==> src/tmc_pkg.sv <==
// package: mode codes, field positions, reset values and timing counts for the timer mode control
package tmc_pkg;
  localparam int TMC_MODE_W = 5;
  localparam int TMC_CNT_W = 8;
  localparam int TMC_CLASS_HI = 4;
  localparam int TMC_CLASS_LO = 3;
  localparam int TMC_SUB_HI = 2;
  localparam int TMC_SUB_LO = 0;
  localparam logic [1:0] TMC_CLS_FREE = 2'h0;
  localparam logic [1:0] TMC_CLS_ONESHOT = 2'h1;
  localparam logic [1:0] TMC_CLS_MONO = 2'h2;
  localparam logic [1:0] TMC_CLS_RSVD = 2'h3;
  localparam logic [2:0] TMC_SUB_0 = 3'h0;
  localparam logic [2:0] TMC_SUB_1 = 3'h1;
  localparam logic [2:0] TMC_SUB_2 = 3'h2;
  localparam logic [2:0] TMC_SUB_3 = 3'h3;
  localparam logic [2:0] TMC_SUB_4 = 3'h4;
  localparam logic [2:0] TMC_SUB_5 = 3'h5;
  localparam logic [2:0] TMC_SUB_6 = 3'h6;
  localparam logic [2:0] TMC_SUB_7 = 3'h7;
  // register indices of the plain register port
  localparam logic [1:0] TMC_ADDR_CTRL = 2'h0;
  localparam logic [1:0] TMC_ADDR_PERIOD = 2'h1;
  localparam logic [1:0] TMC_ADDR_COUNT = 2'h2;
  localparam logic [1:0] TMC_ADDR_STATUS = 2'h3;
  localparam int TMC_CTRL_ON_BIT = 7;
  localparam int TMC_STAT_RUN_BIT = 0;
  localparam int TMC_STAT_ARMED_BIT = 1;
  localparam int TMC_STAT_RSVD_BIT = 2;
  localparam logic [7:0] TMC_CTRL_RST = 8'h00;
  localparam logic [7:0] TMC_PERIOD_RST = 8'hff;
  localparam logic [7:0] TMC_COUNT_RST = 8'h00;
  localparam logic [7:0] TMC_PRESC_RST = 8'h00;
  // partner spacing figures, in timer clock periods
  localparam int TMC_EDGE_GAP_TCLK = 6;
  localparam int TMC_LEVEL_MIN_TCLK = 3;
endpackage

==> src/tmc_trig_if.sv <==
// interface: conditioned trigger level and edge pulses between synchroniser and controller
`timescale 1ns/10ps
interface tmc_trig_if;
  logic level;
  logic rise;
  logic fall;
  modport src (output level, output rise, output fall);
  modport dst (input level, input rise, input fall);
endinterface

==> src/tmc_timer.sv <==
// module: 8-bit period timer with mode-controlled start, reset and stop
// How it works
// mode[4:3] picks free-run, one-shot, monostable/level-start or reserved; reserved codes stay idle.
// partner leaves six timer clocks between trigger edges in edge modes.
// partner holds a trigger level at least three timer clocks in level modes.
// in debug mode the external trigger/reset input is ignored.
// free-run 000 counts while enable is one, halts while zero, pulses period.
// free-run 001/010 count only when enabled and trigger high/low.
// free-run 011/100/101 run on enable, reset on any/rising/falling edge.
// free-run 110/111 held reset while trigger low/high, else run when enabled.
// one-shot 000 starts as soon as enable is set.
// one-shot 001/010/011 start on rising/falling/any edge while enabled.
// one-shot 100/101 start on rising/falling edge, later same edges reset count.
// one-shot 110 rise start, low reset; 111 fall start, high reset.
// one-shot: clock after match clears enable, counter stops at zero.
// edge-start modes need a fresh edge after enable returns to one.
// monostable 001/010/011 start on rising/falling/any edge; 000 reserved.
// monostable: clock after match stops at zero but keeps enable set.
// level start 110 high start low reset; 111 low start high reset.
// counter increments per timer clock; at match it pulses and clears next clock.
// external trigger is synchronised to the timer clock before detection.
`timescale 1ns/10ps
module tmc_timer
  import tmc_pkg::*;
(
  input wire logic i_ref_clk,
  input wire logic i_rstn,
  input wire logic [1:0] i_addr,
  input wire logic [7:0] i_wdata,
  input wire logic i_wr,
  input wire logic i_rd,
  output logic [7:0] o_rdata,
  input wire logic [TMC_MODE_W-1:0] i_mode,
  input wire logic [7:0] i_presc_div,
  input wire logic i_debug,
  input wire logic i_ext_reset_trigger,
  output logic o_period_pulse,
  output logic o_on
);
  typedef enum logic [2:0] {
    TMC_IDLE = 3'b001,
    TMC_ARMED = 3'b010,
    TMC_RUN = 3'b100
  } tmc_state_e;

  tmc_state_e state_reg;
  tmc_state_e state_next;
  logic on_reg;
  logic on_next;
  logic [7:0] period_value_reg;
  logic [7:0] count_value_reg;
  logic [7:0] count_next;
  logic [7:0] rdata_reg;
  logic [7:0] rdata_next;
  logic pulse_reg;
  logic tick;
  tmc_trig_if trig ();

  // ----------------------------------------
  // timer clock and trigger conditioning
  // ----------------------------------------
  tmc_presc u_presc (
    .i_ref_clk(i_ref_clk),
    .i_rstn(i_rstn),
    .i_div(i_presc_div),
    .o_tick(tick)
  );

  tmc_trig_sync u_sync (
    .i_ref_clk(i_ref_clk),
    .i_rstn(i_rstn),
    .i_tick(tick),
    .i_ext_reset_trigger(i_ext_reset_trigger),
    .trig(trig)
  );

  // ----------------------------------------
  // mode decode
  // ----------------------------------------
  wire [1:0] cls = i_mode[TMC_CLASS_HI:TMC_CLASS_LO];
  wire [2:0] sub = i_mode[TMC_SUB_HI:TMC_SUB_LO];
  // debug masks every trigger event and forces the idle level
  wire ext_lvl = trig.level & ~i_debug;
  wire ext_rise = trig.rise & ~i_debug;
  wire ext_fall = trig.fall & ~i_debug;
  wire ext_any = ext_rise | ext_fall;
  wire is_free = (cls == TMC_CLS_FREE);
  wire is_os = (cls == TMC_CLS_ONESHOT);
  wire is_mono = (cls == TMC_CLS_MONO) && (sub >= TMC_SUB_1) && (sub <= TMC_SUB_3);
  wire is_lvl = (cls == TMC_CLS_MONO) && (sub >= TMC_SUB_6);
  wire valid = is_free | is_os | is_mono | is_lvl;
  wire oneshot = is_os | is_lvl;
  wire sub_is3 = (sub == TMC_SUB_3);
  wire sub_rise = (sub == TMC_SUB_1) | (sub == TMC_SUB_4) | (sub == TMC_SUB_6);

  // start condition for the armed state
  wire edge_start = sub_is3 ? ext_any : (sub_rise ? ext_rise : ext_fall);
  wire start_os = (sub == TMC_SUB_0) ? 1'b1 : edge_start;
  wire start_lvl = (sub == TMC_SUB_6) ? ext_lvl : ~ext_lvl;
  wire start_cond = is_lvl ? start_lvl : (is_mono ? edge_start : start_os);

  // gating in the free-run class
  wire gate_ok = (sub == TMC_SUB_1) ? ext_lvl : ((sub == TMC_SUB_2) ? ~ext_lvl : 1'b1);
  wire lvl_hold_free = ((sub == TMC_SUB_6) & ~ext_lvl) | ((sub == TMC_SUB_7) & ext_lvl);

  // count reset while running
  wire edge_rst_free = ((sub == TMC_SUB_3) & ext_any) | ((sub == TMC_SUB_4) & ext_rise)
                     | ((sub == TMC_SUB_5) & ext_fall);
  wire edge_rst_os = ((sub == TMC_SUB_4) & ext_rise) | ((sub == TMC_SUB_5) & ext_fall);
  wire lvl_rst_os = ((sub == TMC_SUB_6) & ~ext_lvl) | ((sub == TMC_SUB_7) & ext_lvl);
  wire cnt_reset = is_free ? (edge_rst_free | lvl_hold_free) : (is_os ? (edge_rst_os | lvl_rst_os)
                 : (is_lvl ? lvl_rst_os : 1'b0));
  wire hold_run = is_free ? (gate_ok & ~lvl_hold_free) : ~(is_os & lvl_rst_os) & ~(is_lvl & lvl_rst_os);
  // a gated or held counter must not wrap on a stale match either
  wire advance = hold_run & ~cnt_reset;

  wire match = (count_value_reg == period_value_reg);
  wire sw_wr_ctrl = i_wr && (i_addr == TMC_ADDR_CTRL);
  wire sw_on = sw_wr_ctrl ? i_wdata[TMC_CTRL_ON_BIT] : on_reg;
  wire running = (state_reg == TMC_RUN);

  // ----------------------------------------
  // control state and counter
  // ----------------------------------------
  always_comb begin
    state_next = state_reg;
    on_next = sw_on;
    count_next = count_value_reg;
    if (!sw_on || !valid) begin
      // dropping enable forces a fresh start condition later
      state_next = TMC_IDLE;
    end else if (tick) begin
      unique case (state_reg)
        TMC_IDLE: begin
          if (is_free) begin
            state_next = TMC_RUN;
          end else begin
            state_next = TMC_ARMED;
          end
        end
        TMC_ARMED: begin
          if (start_cond) begin
            // count is kept, so a re-enabled timer resumes where it stopped
            state_next = TMC_RUN;
          end
        end
        TMC_RUN: begin
          if (cnt_reset) begin
            count_next = 8'h00;
          end else if (hold_run) begin
            if (match) begin
              count_next = 8'h00;
              if (oneshot) begin
                on_next = 1'b0;
                state_next = TMC_IDLE;
              end else if (is_mono) begin
                state_next = TMC_ARMED;
              end
            end else begin
              count_next = count_value_reg + 8'h01;
            end
          end
        end
        default: begin
          state_next = TMC_IDLE;
        end
      endcase
    end
    if (i_wr && (i_addr == TMC_ADDR_COUNT)) begin
      count_next = i_wdata;
    end
  end

  // ----------------------------------------
  // register port read decode
  // ----------------------------------------
  always_comb begin
    unique case (i_addr)
      TMC_ADDR_CTRL: rdata_next = {on_reg, 7'h00};
      TMC_ADDR_PERIOD: rdata_next = period_value_reg;
      TMC_ADDR_COUNT: rdata_next = count_value_reg;
      TMC_ADDR_STATUS: rdata_next = {5'h00, ~valid, state_reg == TMC_ARMED, running};
      default: rdata_next = 8'h00;
    endcase
  end

  always_ff @(posedge i_ref_clk or negedge i_rstn) begin
    if (!i_rstn) begin
      state_reg <= TMC_IDLE;
      on_reg <= 1'b0;
      count_value_reg <= TMC_COUNT_RST;
      period_value_reg <= TMC_PERIOD_RST;
      pulse_reg <= 1'b0;
      rdata_reg <= 8'h00;
    end else begin
      state_reg <= state_next;
      on_reg <= on_next;
      count_value_reg <= count_next;
      pulse_reg <= tick & running & sw_on & valid & match & advance;
      if (i_wr && (i_addr == TMC_ADDR_PERIOD)) begin
        period_value_reg <= i_wdata;
      end
      rdata_reg <= i_rd ? rdata_next : 8'h00;
    end
  end

  assign o_rdata = rdata_reg;
  assign o_period_pulse = pulse_reg;
  assign o_on = on_reg;
endmodule

==> src/tmc_trig_sync.sv <==
// module: synchroniser and edge detector for the external reset/trigger input
`timescale 1ns/10ps
module tmc_trig_sync
  import tmc_pkg::*;
(
  input wire logic i_ref_clk,
  input wire logic i_rstn,
  input wire logic i_tick,
  input wire logic i_ext_reset_trigger,
  tmc_trig_if.src trig
);
  logic s1_reg;
  logic s2_reg;
  logic lvl_reg;
  logic prev_reg;

  // ----------------------------------------
  // two-stage sync, then sample on timer ticks
  // ----------------------------------------
  always_ff @(posedge i_ref_clk or negedge i_rstn) begin
    if (!i_rstn) begin
      s1_reg <= 1'b0;
      s2_reg <= 1'b0;
      lvl_reg <= 1'b0;
      prev_reg <= 1'b0;
    end else begin
      s1_reg <= i_ext_reset_trigger;
      s2_reg <= s1_reg;
      if (i_tick) begin
        prev_reg <= lvl_reg;
        lvl_reg <= s2_reg;
      end
    end
  end

  // edges are judged between two timer clock samples
  assign trig.level = lvl_reg;
  assign trig.rise = i_tick & lvl_reg & ~prev_reg;
  assign trig.fall = i_tick & ~lvl_reg & prev_reg;
endmodule

==> src/tmc_presc.sv <==
// module: divider giving the one-cycle timer clock enable
`timescale 1ns/10ps
module tmc_presc
  import tmc_pkg::*;
(
  input wire logic i_ref_clk,
  input wire logic i_rstn,
  input wire logic [7:0] i_div,
  output logic o_tick
);
  logic [7:0] cnt_reg;
  logic [7:0] cnt_next;
  logic wrap;

  // ----------------------------------------
  // tick every (i_div + 1) reference cycles
  // ----------------------------------------
  assign wrap = (cnt_reg >= i_div);
  assign cnt_next = wrap ? 8'h00 : cnt_reg + 8'h01;
  assign o_tick = wrap;

  always_ff @(posedge i_ref_clk or negedge i_rstn) begin
    if (!i_rstn) begin
      cnt_reg <= TMC_PRESC_RST;
    end else begin
      cnt_reg <= cnt_next;
    end
  end
endmodule

==> config.mk <==
export PLATFORM = sky130hd
export DESIGN_NAME = tmc_timer
export DESIGN_NICKNAME = d
export VERILOG_FILES = /design/src/tmc_pkg.sv /design/src/tmc_trig_if.sv /design/src/tmc_timer.sv /design/src/tmc_trig_sync.sv /design/src/tmc_presc.sv
export SDC_FILE = /design/constraint.sdc
export NUM_CORES = 1
export LEC_CHECK = 0
export ABC_AREA = 1
export BUFFER_PORTS_ARGS = -buffer_cell sky130_fd_sc_hd__buf_2
export CAP_MARGIN = 20
export CORE_ASPECT_RATIO = 2
export CORE_UTILIZATION = 35
export DETAILED_ROUTE_END_ITERATION = 10
export PLACE_DENSITY = 0.49
export REMOVE_ABC_BUFFERS = 1
export SKIP_LAST_GASP = 1
export SLEW_MARGIN = 20
export SYNTH_ARGS = -nofsm -noshare
export SYNTH_HDL_FRONTEND = slang
export SYNTH_SLANG_ARGS = --single-unit
==> constraint.sdc <==
create_clock -name i_ref_clk -period 3.8 [get_ports i_ref_clk]
set_input_delay 0.76 -clock i_ref_clk [delete_from_list [all_inputs] [get_ports i_ref_clk]]
set_output_delay 0.76 -clock i_ref_clk [all_outputs]
set_load 0.01 [all_outputs]
==> results of run 1 <==
==> worst reg2reg max path: stages (launching register included) <==
cell and delay, ns:
dfrtp_1 0.40, ha_1 0.30, a21oi_1 0.14, nor2_1 0.06
nor2_2 0.09, nand3_2 0.41, nand3_1 0.30, nand2_2 0.08
nand2_1 0.08, nand2_2 0.06, nand2_4 0.14, nand2_4 0.08
nand2_4 0.08, nand2_2 0.07, nand2_1 0.06, nand2_1 0.04
==> metal layers <==
metal  GRT usage  vias to the layer above
met3      0.0267                       17
met2       0.366                       41
met5           0                        -
li1            -                     1212
met4       0.107                        0
met1       0.164                     1096
==> report_power, final <==
group	switching, mW	internal, mW	total [mW]
Sequential	0.0980	0.547	0.645
Clock	0.176	0.328	0.504
Combinational	0.315	0.202	0.518
Total	0.589	1.08	1.67
==> logic make-up (layout without fill, tap and decap cells) <==
kind of cell               after synthesis  count (layout)  share of synthesized area
buffers and inverters                   51              92                     0.0728
AOI/OAI and AO/OA                       38              38                     0.0940
DFF                                     41              41                      0.375
xor gates and xnor gates                 9               9                     0.0285
adders and majority gates               10              10                     0.0452
muxes                                    5               5                     0.0203
and+or+nand+nor                        197             197                      0.364
==> placed cells by master, fill, tap and decap left out, types with 2 or more instances in the layout <==
cell / count
a21oi_1: 18
nand3_1: 29
nand2_4: 5
xor2_1: 6
nor3_2: 2
a21oi_2: 2
xnor2_1: 3
dfrtp_1: 32
dfstp_2: 9
inv_2: 3
o22ai_1: 2
nor3b_1: 2
clkbuf_16: 5
inv_1: 42
nor2_1: 25
mux2_2: 5
a31oi_1: 2
or2_2: 5
nand2_2: 5
a21oi_4: 2
o21ai_0: 4
o21ai_1: 3
and3_1: 2
nand3_2: 4
nor2_4: 2
buf_2: 38
nand3b_1: 5
nor2_2: 5
ha_1: 10
nand4_1: 4
nor3_1: 6
nand2_1: 92
==> worst paths after layout <==
| check | to | depth (start not counted) |
|---|---|---|
| worst max-delay path | state_reg[2]$_DFFE_PN0P_ | 17 |
| worst min-delay path | u_sync.s2_reg$_DFF_PN0_ | 0 |
| worst max register to register | state_reg[2]$_DFFE_PN0P_ | 15 |
| worst min register to register | u_sync.s2_reg$_DFF_PN0_ | 0 |
| max in group asynchronous | o_rdata[7]$_DFF_PN0_ | 1 |
| min in group asynchronous | u_sync.prev_reg$_DFFE_PN0N_ | 1 |
==> per-stage QoR <==
stage          total power [mW]  cell area, um^2  utilization  setup WS [ns]  instances
2_1_floorplan              1.02             2740            -           1.22        346
3_5_place_dp               1.18             3050        0.401          0.785        478
5_1_grt                    1.79             3220        0.424          0.820        486
6_report                   1.67             3220        0.424           1.12        486
4_1_cts                    1.69             3220        0.424           1.08        486
3_3_place_gp               1.17             3050        0.401          0.832        478
==> layout make-up <==
type	count	area, um^2	share of cell area
clock buffer	7	143	0.0443
clock inverter	1	30.0	0.00933
inverter	46	173	0.0536
multi-input combinational	259	1530	0.475
sequential	41	1040	0.322
tap	94	118	0.0365
timing repair buffer	38	190	0.0591
==> metrics.txt, run 1 <==
run status finished clean; final count of negative-setup-slack endpoints 0; reg-to-reg slack, setup 1.31 ns; largest net degree at the start of global routing 42; minimum clock period 2.68 ns; Arr. time, crit path 2.86 ns; crit share post-route 0.705; Final Skew 0.00566 ns; n_diodes 0; CTS Root Cell clkbuf_16; top cells by count, synth nand2_1 (92), inv_1 (42), dfrtp_1 (32); vias in the first global route 2488; RSZ-0062 raised after global routing no; Via density 4.87; Max-Cap Viols 0; CTS tree done; sequential area share after synthesis 0.375; Fin. Hold Viols 0; Synth Flop Type dfrtp_1; Fillers 813; via count 2366; global-route wire length before repair 11.4 mm; Critical Path Source i_presc_div[5]; Fin Hold WS 0.357 ns; CTS Sinks 41; met2 routed WL 4.05 mm; clock-pin slew of the registers on the worst-case setup and hold paths 0.06 ns; num ports 39; CP max FO 21; Bufs on Longest Clock Path 2; area delta synth->final 16.3%; setup TNS 0 ns; Die X 64.9 um; Slew @ Worst Pin 0.932 ns; EDFF count, synth 0; Synth warnings 0; critical-path cell list buf_2 > inv_1 > ha_1 > a21oi_1 > nor2_1 > nor2_2 > nand3_2 > nand3_1 > nand2_2 > nand2_1 > nand2_2 > nand2_4 > nand2_4 > nand2_4 > nand2_2 > nand2_1 > nand2_1; Iteration-0 DRC Markers 120; DPL Wire Length 5.51 mm; WL met3 178 um; Synth area leader dfrtp_1; Slew Viols, Final 0; I/O Buffers 38; top sig layer met4; CP Capture Type flip-flop; post-synthesis cell count 351; Max VDD drop 0.191 mV; Avg WL per Cell 14.2 um; max_slew headroom 0.379; total global routing overflow 0; DRC viols 0; initial core utilization 0.364; Lkg Pwr 1.64 nW; initial antenna violation count 0; WL met1 2.43 mm; Total GRT Usage 0.184; H-Tree Level Count 2; Post-CTS Hold Buffers 0; RePlAce Congestion 0.820; Synth area leaders dfrtp_1 (29%), nand2_1 (12%), dfstp_2 (8.5%); placeable core region 7600 um^2; hold_sp u_sync.s1_reg$_DFF_PN0_; max incr delay on CP 0.41 ns; Final nets 430; Hold Crit Class flip-flop to flip-flop; number of synthesized register bits 41; CP max stage cell nand3_2; setup bufs post-CTS 0; Post-CTS Resized 0; CP bufs+invs 2; most common cell in the netlist nand2_1; Netlist cell types 44; Worst Path Required 3.98 ns; die height 128 um; f_max 373 MHz; Worst-Skew Late Latency 0.29 ns; average cell area after synthesis 7.89 um^2; CP top delay family simple AND/OR/NAND/NOR gates; share of the synthesized area in the top cell type 0.289; CTS buffer count 5; FF-to-FF Start u_presc.cnt_reg[5]$_DFF_PN0_; num rows 45; Setup Crit Path Kind input port to flip-flop; Die ar. 8290 um^2; type of origin of the critical path input port; share of layout cells above drive strength 1 0.255; Antenna Nets Post-Route 0; PD cells 518 nW/um^2; Netlist Area Pre-Place 2770 um^2; Post-synth ARST share 1.00; Detailed Routing Iterations Pass 1 4; final WL 6.90 mm
Power figures use the tool's default switching activity.
==> inputs of run 2 (changes only) <==
--- a/config.mk
+++ b/config.mk
@@ -11,7 +11,7 @@
 export CORE_ASPECT_RATIO = 2
 export CORE_UTILIZATION = 35
 export DETAILED_ROUTE_END_ITERATION = 10
-export PLACE_DENSITY = 0.49
+export PLACE_DENSITY = 0.51
 export REMOVE_ABC_BUFFERS = 1
 export SKIP_LAST_GASP = 1
 export SLEW_MARGIN = 20
==> constraint.sdc (replaced) <==
create_clock -name i_ref_clk -period 2.25 [get_ports i_ref_clk]
set_input_delay 0.45 -clock i_ref_clk [delete_from_list [all_inputs] [get_ports i_ref_clk]]
set_output_delay 0.45 -clock i_ref_clk [all_outputs]
set_load 0.01 [all_outputs]
==> run 2 against run 1 <==
Against the previous run:
- first-iteration DRC count down 24%
- sequential power grew 67%
- combinational power up 83%
- total power is 66% higher
- core utilization is 1.3 points higher
- die area stayed put
- critical path type is now flip-flop to flip-flop
- sequential share of layout area down 0.97 points
==> metrics.txt, run 2 (synthesis gave the netlist of run 1 again) <==
Setup Crit Path Kind flip-flop to flip-flop (was input port to flip-flop); type of origin of the critical path flip-flop (was input port); Die X 64.9 um (unchanged); Final Skew 0.00505 ns (was 0.00566 ns); Iteration-0 DRC Markers 91 (was 120); max_slew headroom 0.633 (was 0.379); Die ar. 8290 um^2 (unchanged); initial antenna violation count 0 (unchanged); Antenna Nets Post-Route 0 (unchanged); CTS Sinks 41 (unchanged); switch share 0.365 (was 0.353); CTS Root Cell clkbuf_16 (unchanged); clock-pin slew of the registers on the worst-case setup and hold paths 0.06 ns (about the same); H-Tree Level Count 2 (unchanged); run status finished clean (unchanged); switching power total 1.01 mW (was 0.589 mW); Max-Cap Viols 0 (unchanged); die height 128 um (unchanged); Detailed Routing Iterations Pass 1 6 (was 4); Worst-Skew Late Latency 0.29 ns (about the same); CTS buffer count 5 (unchanged); initial core utilization 0.364 (unchanged); CTS tree done (unchanged); power share of the combinational group 0.342 (was 0.311); I/O Buffers 38 (unchanged); Post-CTS Hold Buffers 0 (unchanged); FF-to-FF Start u_presc.cnt_reg[7]$_DFF_PN0_ (was u_presc.cnt_reg[5]$_DFF_PN0_); worst setup slack after layout 0.203 ns (was 1.12 ns); DPL Wire Length 5.58 mm (was 5.51 mm); CP max FO 8 (was 21); area delta synth->final 19.9% (was 16.3%); Pint 1.76 mW (was 1.08 mW); num ports 39 (unchanged); placeable core region 7600 um^2 (unchanged); final count of negative-setup-slack endpoints 0 (unchanged); Hold Crit Class input port to async pin (was flip-flop to flip-flop); Seq pwr share 0.389 (was 0.387); minimum clock period 2.05 ns; Avg WL per Cell 14.0 um (was 14.2 um); reg-to-reg slack, setup 0.20 ns (was 1.31 ns); commonest non-fill, non-tap cells in the layout nand2_1 (92), inv_1 (42), buf_2 (38), dfrtp_1 (32), nand3_1 (28) (was nand2_1 (92), inv_1 (42), buf_2 (38), dfrtp_1 (32), nand3_1 (29)); final WL 7.01 mm (was 6.90 mm); most common cell after layout, fill and taps aside nand2_1 (unchanged); Via density 4.93 (was 4.87); fin area 3320 um^2 (was 3220 um^2); PD cells 835 nW/um^2 (was 518 nW/um^2); Arr. time, crit path 2.23 ns (was 2.86 ns); CP Capture Type flip-flop (unchanged); Max VDD drop 0.313 mV (was 0.191 mV); global-route wire length before repair 11.7 mm (was 11.4 mm); Slew @ Worst Pin 0.551 ns (was 0.932 ns); Total GRT Usage 0.190 (was 0.184); vias in the first global route 2527 (was 2488); share of layout cells above drive strength 1 0.281 (was 0.255); Final nets 443 (was 430); via count 2460 (was 2366); num rows 45 (unchanged); RePlAce Congestion 0.878 (was 0.820); total global routing overflow 0 (unchanged); Worst Path Required 2.43 ns (was 3.98 ns); Lkg Pwr 1.70 nW (was 1.64 nW); Bufs on Longest Clock Path 2 (unchanged); Fin. Hold Viols 0 (unchanged); f_max 488 MHz; path depth of the worst reg2reg path 15 (unchanged); Post-Place Cell Area 3140 um^2 (was 3050 um^2); crit share post-route 0.910; DRC viols 0 (unchanged); n_diodes 0 (unchanged); largest net degree at the start of global routing 42 (unchanged); pre-CTS WS -0.0495 ns (was 0.785 ns); Slew Viols, Final 0 (unchanged); worst reg2reg path endpoint count_value_reg[4]$_DFFE_PN0P_ (was state_reg[2]$_DFFE_PN0P_); Final Util 0.437 (was 0.424); Clk pwr share 0.268 (was 0.302)
## run 2: changes by cell type in the layout (fill, tap and decap cells not counted)
cell	before	now
buf_4	0	12
clkinvlp_4	0	1
bufinv_16	1	0
nand3_4	1	2
buf_12	0	1
nand3_1	29	28
## run 2: cell type report
type | count | area (um^2)
Fill cell | 786 | 4280
Inverter | 46 | 173
Multi-Input combinational cell | 259 | 1540
Timing Repair Buffer | 51 | 300
Tap cell | 94 | 118
Clock buffer | 7 | 143
Sequential cell | 41 | 1040
Clock inverter | 1 | 7.51
## run 2: how the worst max path moves through the flow
stage	start	end	slack, ns	cells past startpoint
global route	u_presc.cnt_reg[3]$_DFF_PN0_	count_value_reg[6]$_DFFE_PN0P_	-0.009	17
CTS	u_presc.cnt_reg[7]$_DFF_PN0_	count_value_reg[4]$_DFFE_PN0P_	0.10	15
global placement	i_presc_div[7]	count_value_reg[4]$_DFFE_PN0P_	0.008	17
detailed placement	i_presc_div[7]	count_value_reg[4]$_DFFE_PN0P_	-0.05	17
floorplan	i_presc_div[7]	state_reg[1]$_DFFE_PN0P_	-0.02	15
finish	u_presc.cnt_reg[7]$_DFF_PN0_	count_value_reg[4]$_DFFE_PN0P_	0.20	15
## run 2: per-layer routing
layer / wire length, um / part of all wire / GRT usage
met3: 212 / 0.030 / 0.0285
met5: 0 / 0 / 0
met4: 354 / 0.051 / 0.131
met2: 4030 / 0.57 / 0.367
met1: 2410 / 0.34 / 0.172
## run 2: power groups by stage
stage                     combinational, mW  clock (mW)  sequential, mW
after floorplan                       0.668           0            1.06
final                                 0.949       0.744            1.08
after global placement                0.914           0            1.09
after detailed placement              0.933           0            1.10
after global routing                   1.10       0.789            1.11
after CTS                             0.939       0.771            1.08
## run 2: critical path: stages (launching register included)
cell,delay [ns]
dfrtp_1,0.38
ha_1,0.30
nand2_1,0.08
nor2_2,0.10
nand4_1,0.15
nand3_4,0.14
nand3_2,0.11
nand2_2,0.10
nand2_1,0.06
nand2_2,0.08
nand2_4,0.07
buf_12,0.14
nand3b_1,0.08
nand2_1,0.05
nand2_1,0.05
nand2_1,0.05
## run 2: repair_timing
item | in CTS | in global routing
setup buffers | 0 | 2
gates resized for setup | 0 | 2
endpoints found under the setup margin | 0 | 10
hold endpoints to repair | 0 | 0
## run 2: through the flow
step | hold slack (ns) | TNS (ns) | cells | power (mW)
6_report | 0.216 | 0 | 499 | 2.77
3_3_place_gp | 0.337 | 0 | 489 | 2.00
2_1_floorplan | 0.154 | -0.0415 | 346 | 1.73
3_5_place_dp | 0.340 | -0.228 | 489 | 2.03
4_1_cts | 0.253 | 0 | 497 | 2.79
5_1_grt | 0.267 | -0.00867 | 499 | 2.99
==> inputs of run 3 (changes only) <==
--- a/config.mk
+++ b/config.mk
@@ -9,9 +9,9 @@
 export BUFFER_PORTS_ARGS = -buffer_cell sky130_fd_sc_hd__buf_2
 export CAP_MARGIN = 20
 export CORE_ASPECT_RATIO = 2
-export CORE_UTILIZATION = 35
+export CORE_UTILIZATION = 52
 export DETAILED_ROUTE_END_ITERATION = 10
-export PLACE_DENSITY = 0.51
+export PLACE_DENSITY = 0.72
 export REMOVE_ABC_BUFFERS = 1
 export SKIP_LAST_GASP = 1
 export SLEW_MARGIN = 20
==> run 3 against run 2 <==
Against the previous run:
- routed wire length down 10%
- maximum frequency down 1.7%
- worst setup slack worse by 0.035 ns
- core utilization up 19 points
- clock skew up 0.0014 ns
- highest routed layer unchanged
==> metrics.txt, run 3 (synthesis gave the netlist of run 1 again) <==
CP Capture Type flip-flop (unchanged); total global routing overflow 0 (unchanged); Post-CTS Hold Buffers 0 (unchanged); initial core utilization 0.539 (was 0.364); Slew Viols, Final 0 (unchanged); CP max FO 5 (was 8); Die X 53.6 um (was 64.9 um); max incr delay on CP 0.41 ns (was 0.38 ns); share of layout cells above drive strength 1 0.281 (about the same); Crit path top cell by count nand2_1 (unchanged); Iteration-0 DRC Markers 70 (was 91); Max VDD drop 0.656 mV (was 0.313 mV); H-Tree Level Count 2 (unchanged); final WL 6.28 mm (was 7.01 mm); vias in the first global route 2457 (was 2527); Total Power 2.49 mW (was 2.77 mW); Final Skew 0.00647 ns (was 0.00505 ns); num rows 37 (was 45); CTS Sinks 41 (unchanged); crit share post-route 0.925 (was 0.910); Fin Hold WS 0.109 ns (was 0.216 ns); Lkg Pwr 1.66 nW (was 1.70 nW); CP top delay family simple AND/OR/NAND/NOR gates (unchanged); n_diodes 0 (unchanged); Total GRT Usage 0.249 (was 0.190); Setup Crit Path Kind flip-flop to flip-flop (unchanged); placeable core region 5140 um^2 (was 7600 um^2); run status finished clean (unchanged); CTS buffer count 5 (unchanged); global-route wire length before repair 10.4 mm (was 11.7 mm); Max-Cap Viols 0 (unchanged); CP max stage cell dfrtp_1 (unchanged); Hold Crit Class input port to async pin (unchanged); critical-path cell list ha_1 > nand2_1 > nor2_4 > nand4_1 > nand3_4 > o211ai_4 > buf_4 > nand3_1 > nand2_2 > a21oi_4 > nand2_2 > nand2_1 > nand2_1 (was ha_1 > nand2_1 > nor2_2 > nand4_1 > nand3_4 > nand3_2 > nand2_2 > nand2_1 > nand2_2 > nand2_4 > buf_12 > nand3b_1 > nand2_1 > nand2_1 > nand2_1); initial antenna violation count 0 (unchanged); type of origin of the critical path flip-flop (unchanged); CTS tree done (unchanged); PD cells 775 nW/um^2 (was 835 nW/um^2); f_max 480 MHz (was 488 MHz); Final Util 0.625 (was 0.437); DRC viols 0 (unchanged); Arr. time, crit path 2.27 ns (was 2.23 ns); die height 105 um (was 128 um); I/O Buffers 38 (unchanged); num ports 39 (unchanged); CTS Root Cell clkbuf_8 (was clkbuf_16); largest net degree at the start of global routing 42 (unchanged); Slew @ Worst Pin 0.450 ns (was 0.551 ns); clock-pin slew of the registers on the worst-case setup and hold paths 0.08 ns (was 0.06 ns); Bufs on Longest Clock Path 2 (unchanged); Worst Path Required 2.44 ns (was 2.43 ns); max_slew headroom 0.699 (was 0.633); via count 2454 (was 2460); Fin. Hold Viols 0 (unchanged); Detailed Routing Iterations Pass 1 4 (was 6); fin area 3210 um^2 (was 3320 um^2); Antenna Nets Post-Route 0 (unchanged); DPL Wire Length 4.91 mm (was 5.58 mm); area delta synth->final 16.0% (was 19.9%); Worst-Skew Late Latency 0.29 ns (about the same); CP bufs+invs 1 (unchanged); final count of negative-setup-slack endpoints 0 (unchanged); most common cell after layout, fill and taps aside nand2_1 (unchanged); Avg WL per Cell 13.7 um (was 14.0 um); Final nets 440 (was 443); commonest non-fill, non-tap cells in the layout nand2_1 (90), inv_1 (42), buf_2 (38), dfrtp_1 (32), nand3_1 (28) (was nand2_1 (92), inv_1 (42), buf_2 (38), dfrtp_1 (32), nand3_1 (28)); Via density 5.33 (was 4.93); minimum clock period 2.08 ns (was 2.05 ns); Die ar. 5640 um^2 (was 8290 um^2); RePlAce Congestion 0.953 (was 0.878); Post-Place Cell Area 3090 um^2 (was 3140 um^2)
## run 3: metrics by stage
step,std cells,setup slack (ns),setup TNS [ns]
5_1_grt,460,-0.00325,-0.00325
4_1_cts,459,0.170,0
2_1_floorplan,346,-0.0212,-0.0415
6_report,460,0.168,0
3_5_place_dp,451,-0.00402,-0.00402
3_3_place_gp,451,0.0384,0
## run 3: where the power goes
part	total (mW)	leakage [nW]	internal [mW]	switching, mW
clock network	0.461	0.0450	0.215	0.246
logic	0.947	1.11	0.389	0.558
registers	1.08	0.513	0.923	0.156
total	2.49	1.66	1.53	0.961
## run 3: worst reg2reg max path, delay by kind of cell (launching register included)
family	cells	cell delay [ns]
and+or+nand+nor	9	0.85
DFF	1	0.41
AOI/OAI and AO/OA	2	0.29
adders and majority gates	1	0.28
buffers and inverters	1	0.15
## run 3: worst paths after layout
kind | depth (start not counted) | to | slack (ns) | start
max | 13 | state_reg[1]$_DFFE_PN0P_ | 0.17 | u_presc.cnt_reg[4]$_DFF_PN0_
min reg2reg | 0 | u_sync.s2_reg$_DFF_PN0_ | 0.36 | u_sync.s1_reg$_DFF_PN0_
max reg2reg | 13 | state_reg[1]$_DFFE_PN0P_ | 0.17 | u_presc.cnt_reg[4]$_DFF_PN0_
min | 2 | u_sync.prev_reg$_DFFE_PN0N_ | 0.11 | i_rstn
max in group asynchronous | 2 | period_value_reg[6]$_DFFE_PN1P_ | 1.86 | i_rstn
min in group i_ref_clk | 1 | u_sync.s1_reg$_DFF_PN0_ | 0.26 | i_ext_reset_trigger
## run 3: final cells by class
cell class	instances	area [um^2]
Clock inverter	2	10.0
Fill cell	477	1930
Timing Repair Buffer	48	294
Clock buffer	6	72.6
Multi-Input combinational cell	259	1550
Inverter	46	173
Sequential cell	41	1040
Tap cell	58	72.6
## run 3: what timing repair did
item / CTS / global route
setup endpoints to repair: 0 / 4
hold endpoints to repair: 0 / 0
buffers inserted: 0 / 1
gates resized for setup: 0 / 6
## run 3: layer usage
metal	part of all wire	track usage	vias to the layer above
met5	0	0	-
met4	0.024	0.0959	0
met3	0.030	0.0247	11
met2	0.58	0.473	55
met1	0.37	0.256	1156
li1	-	-	1232
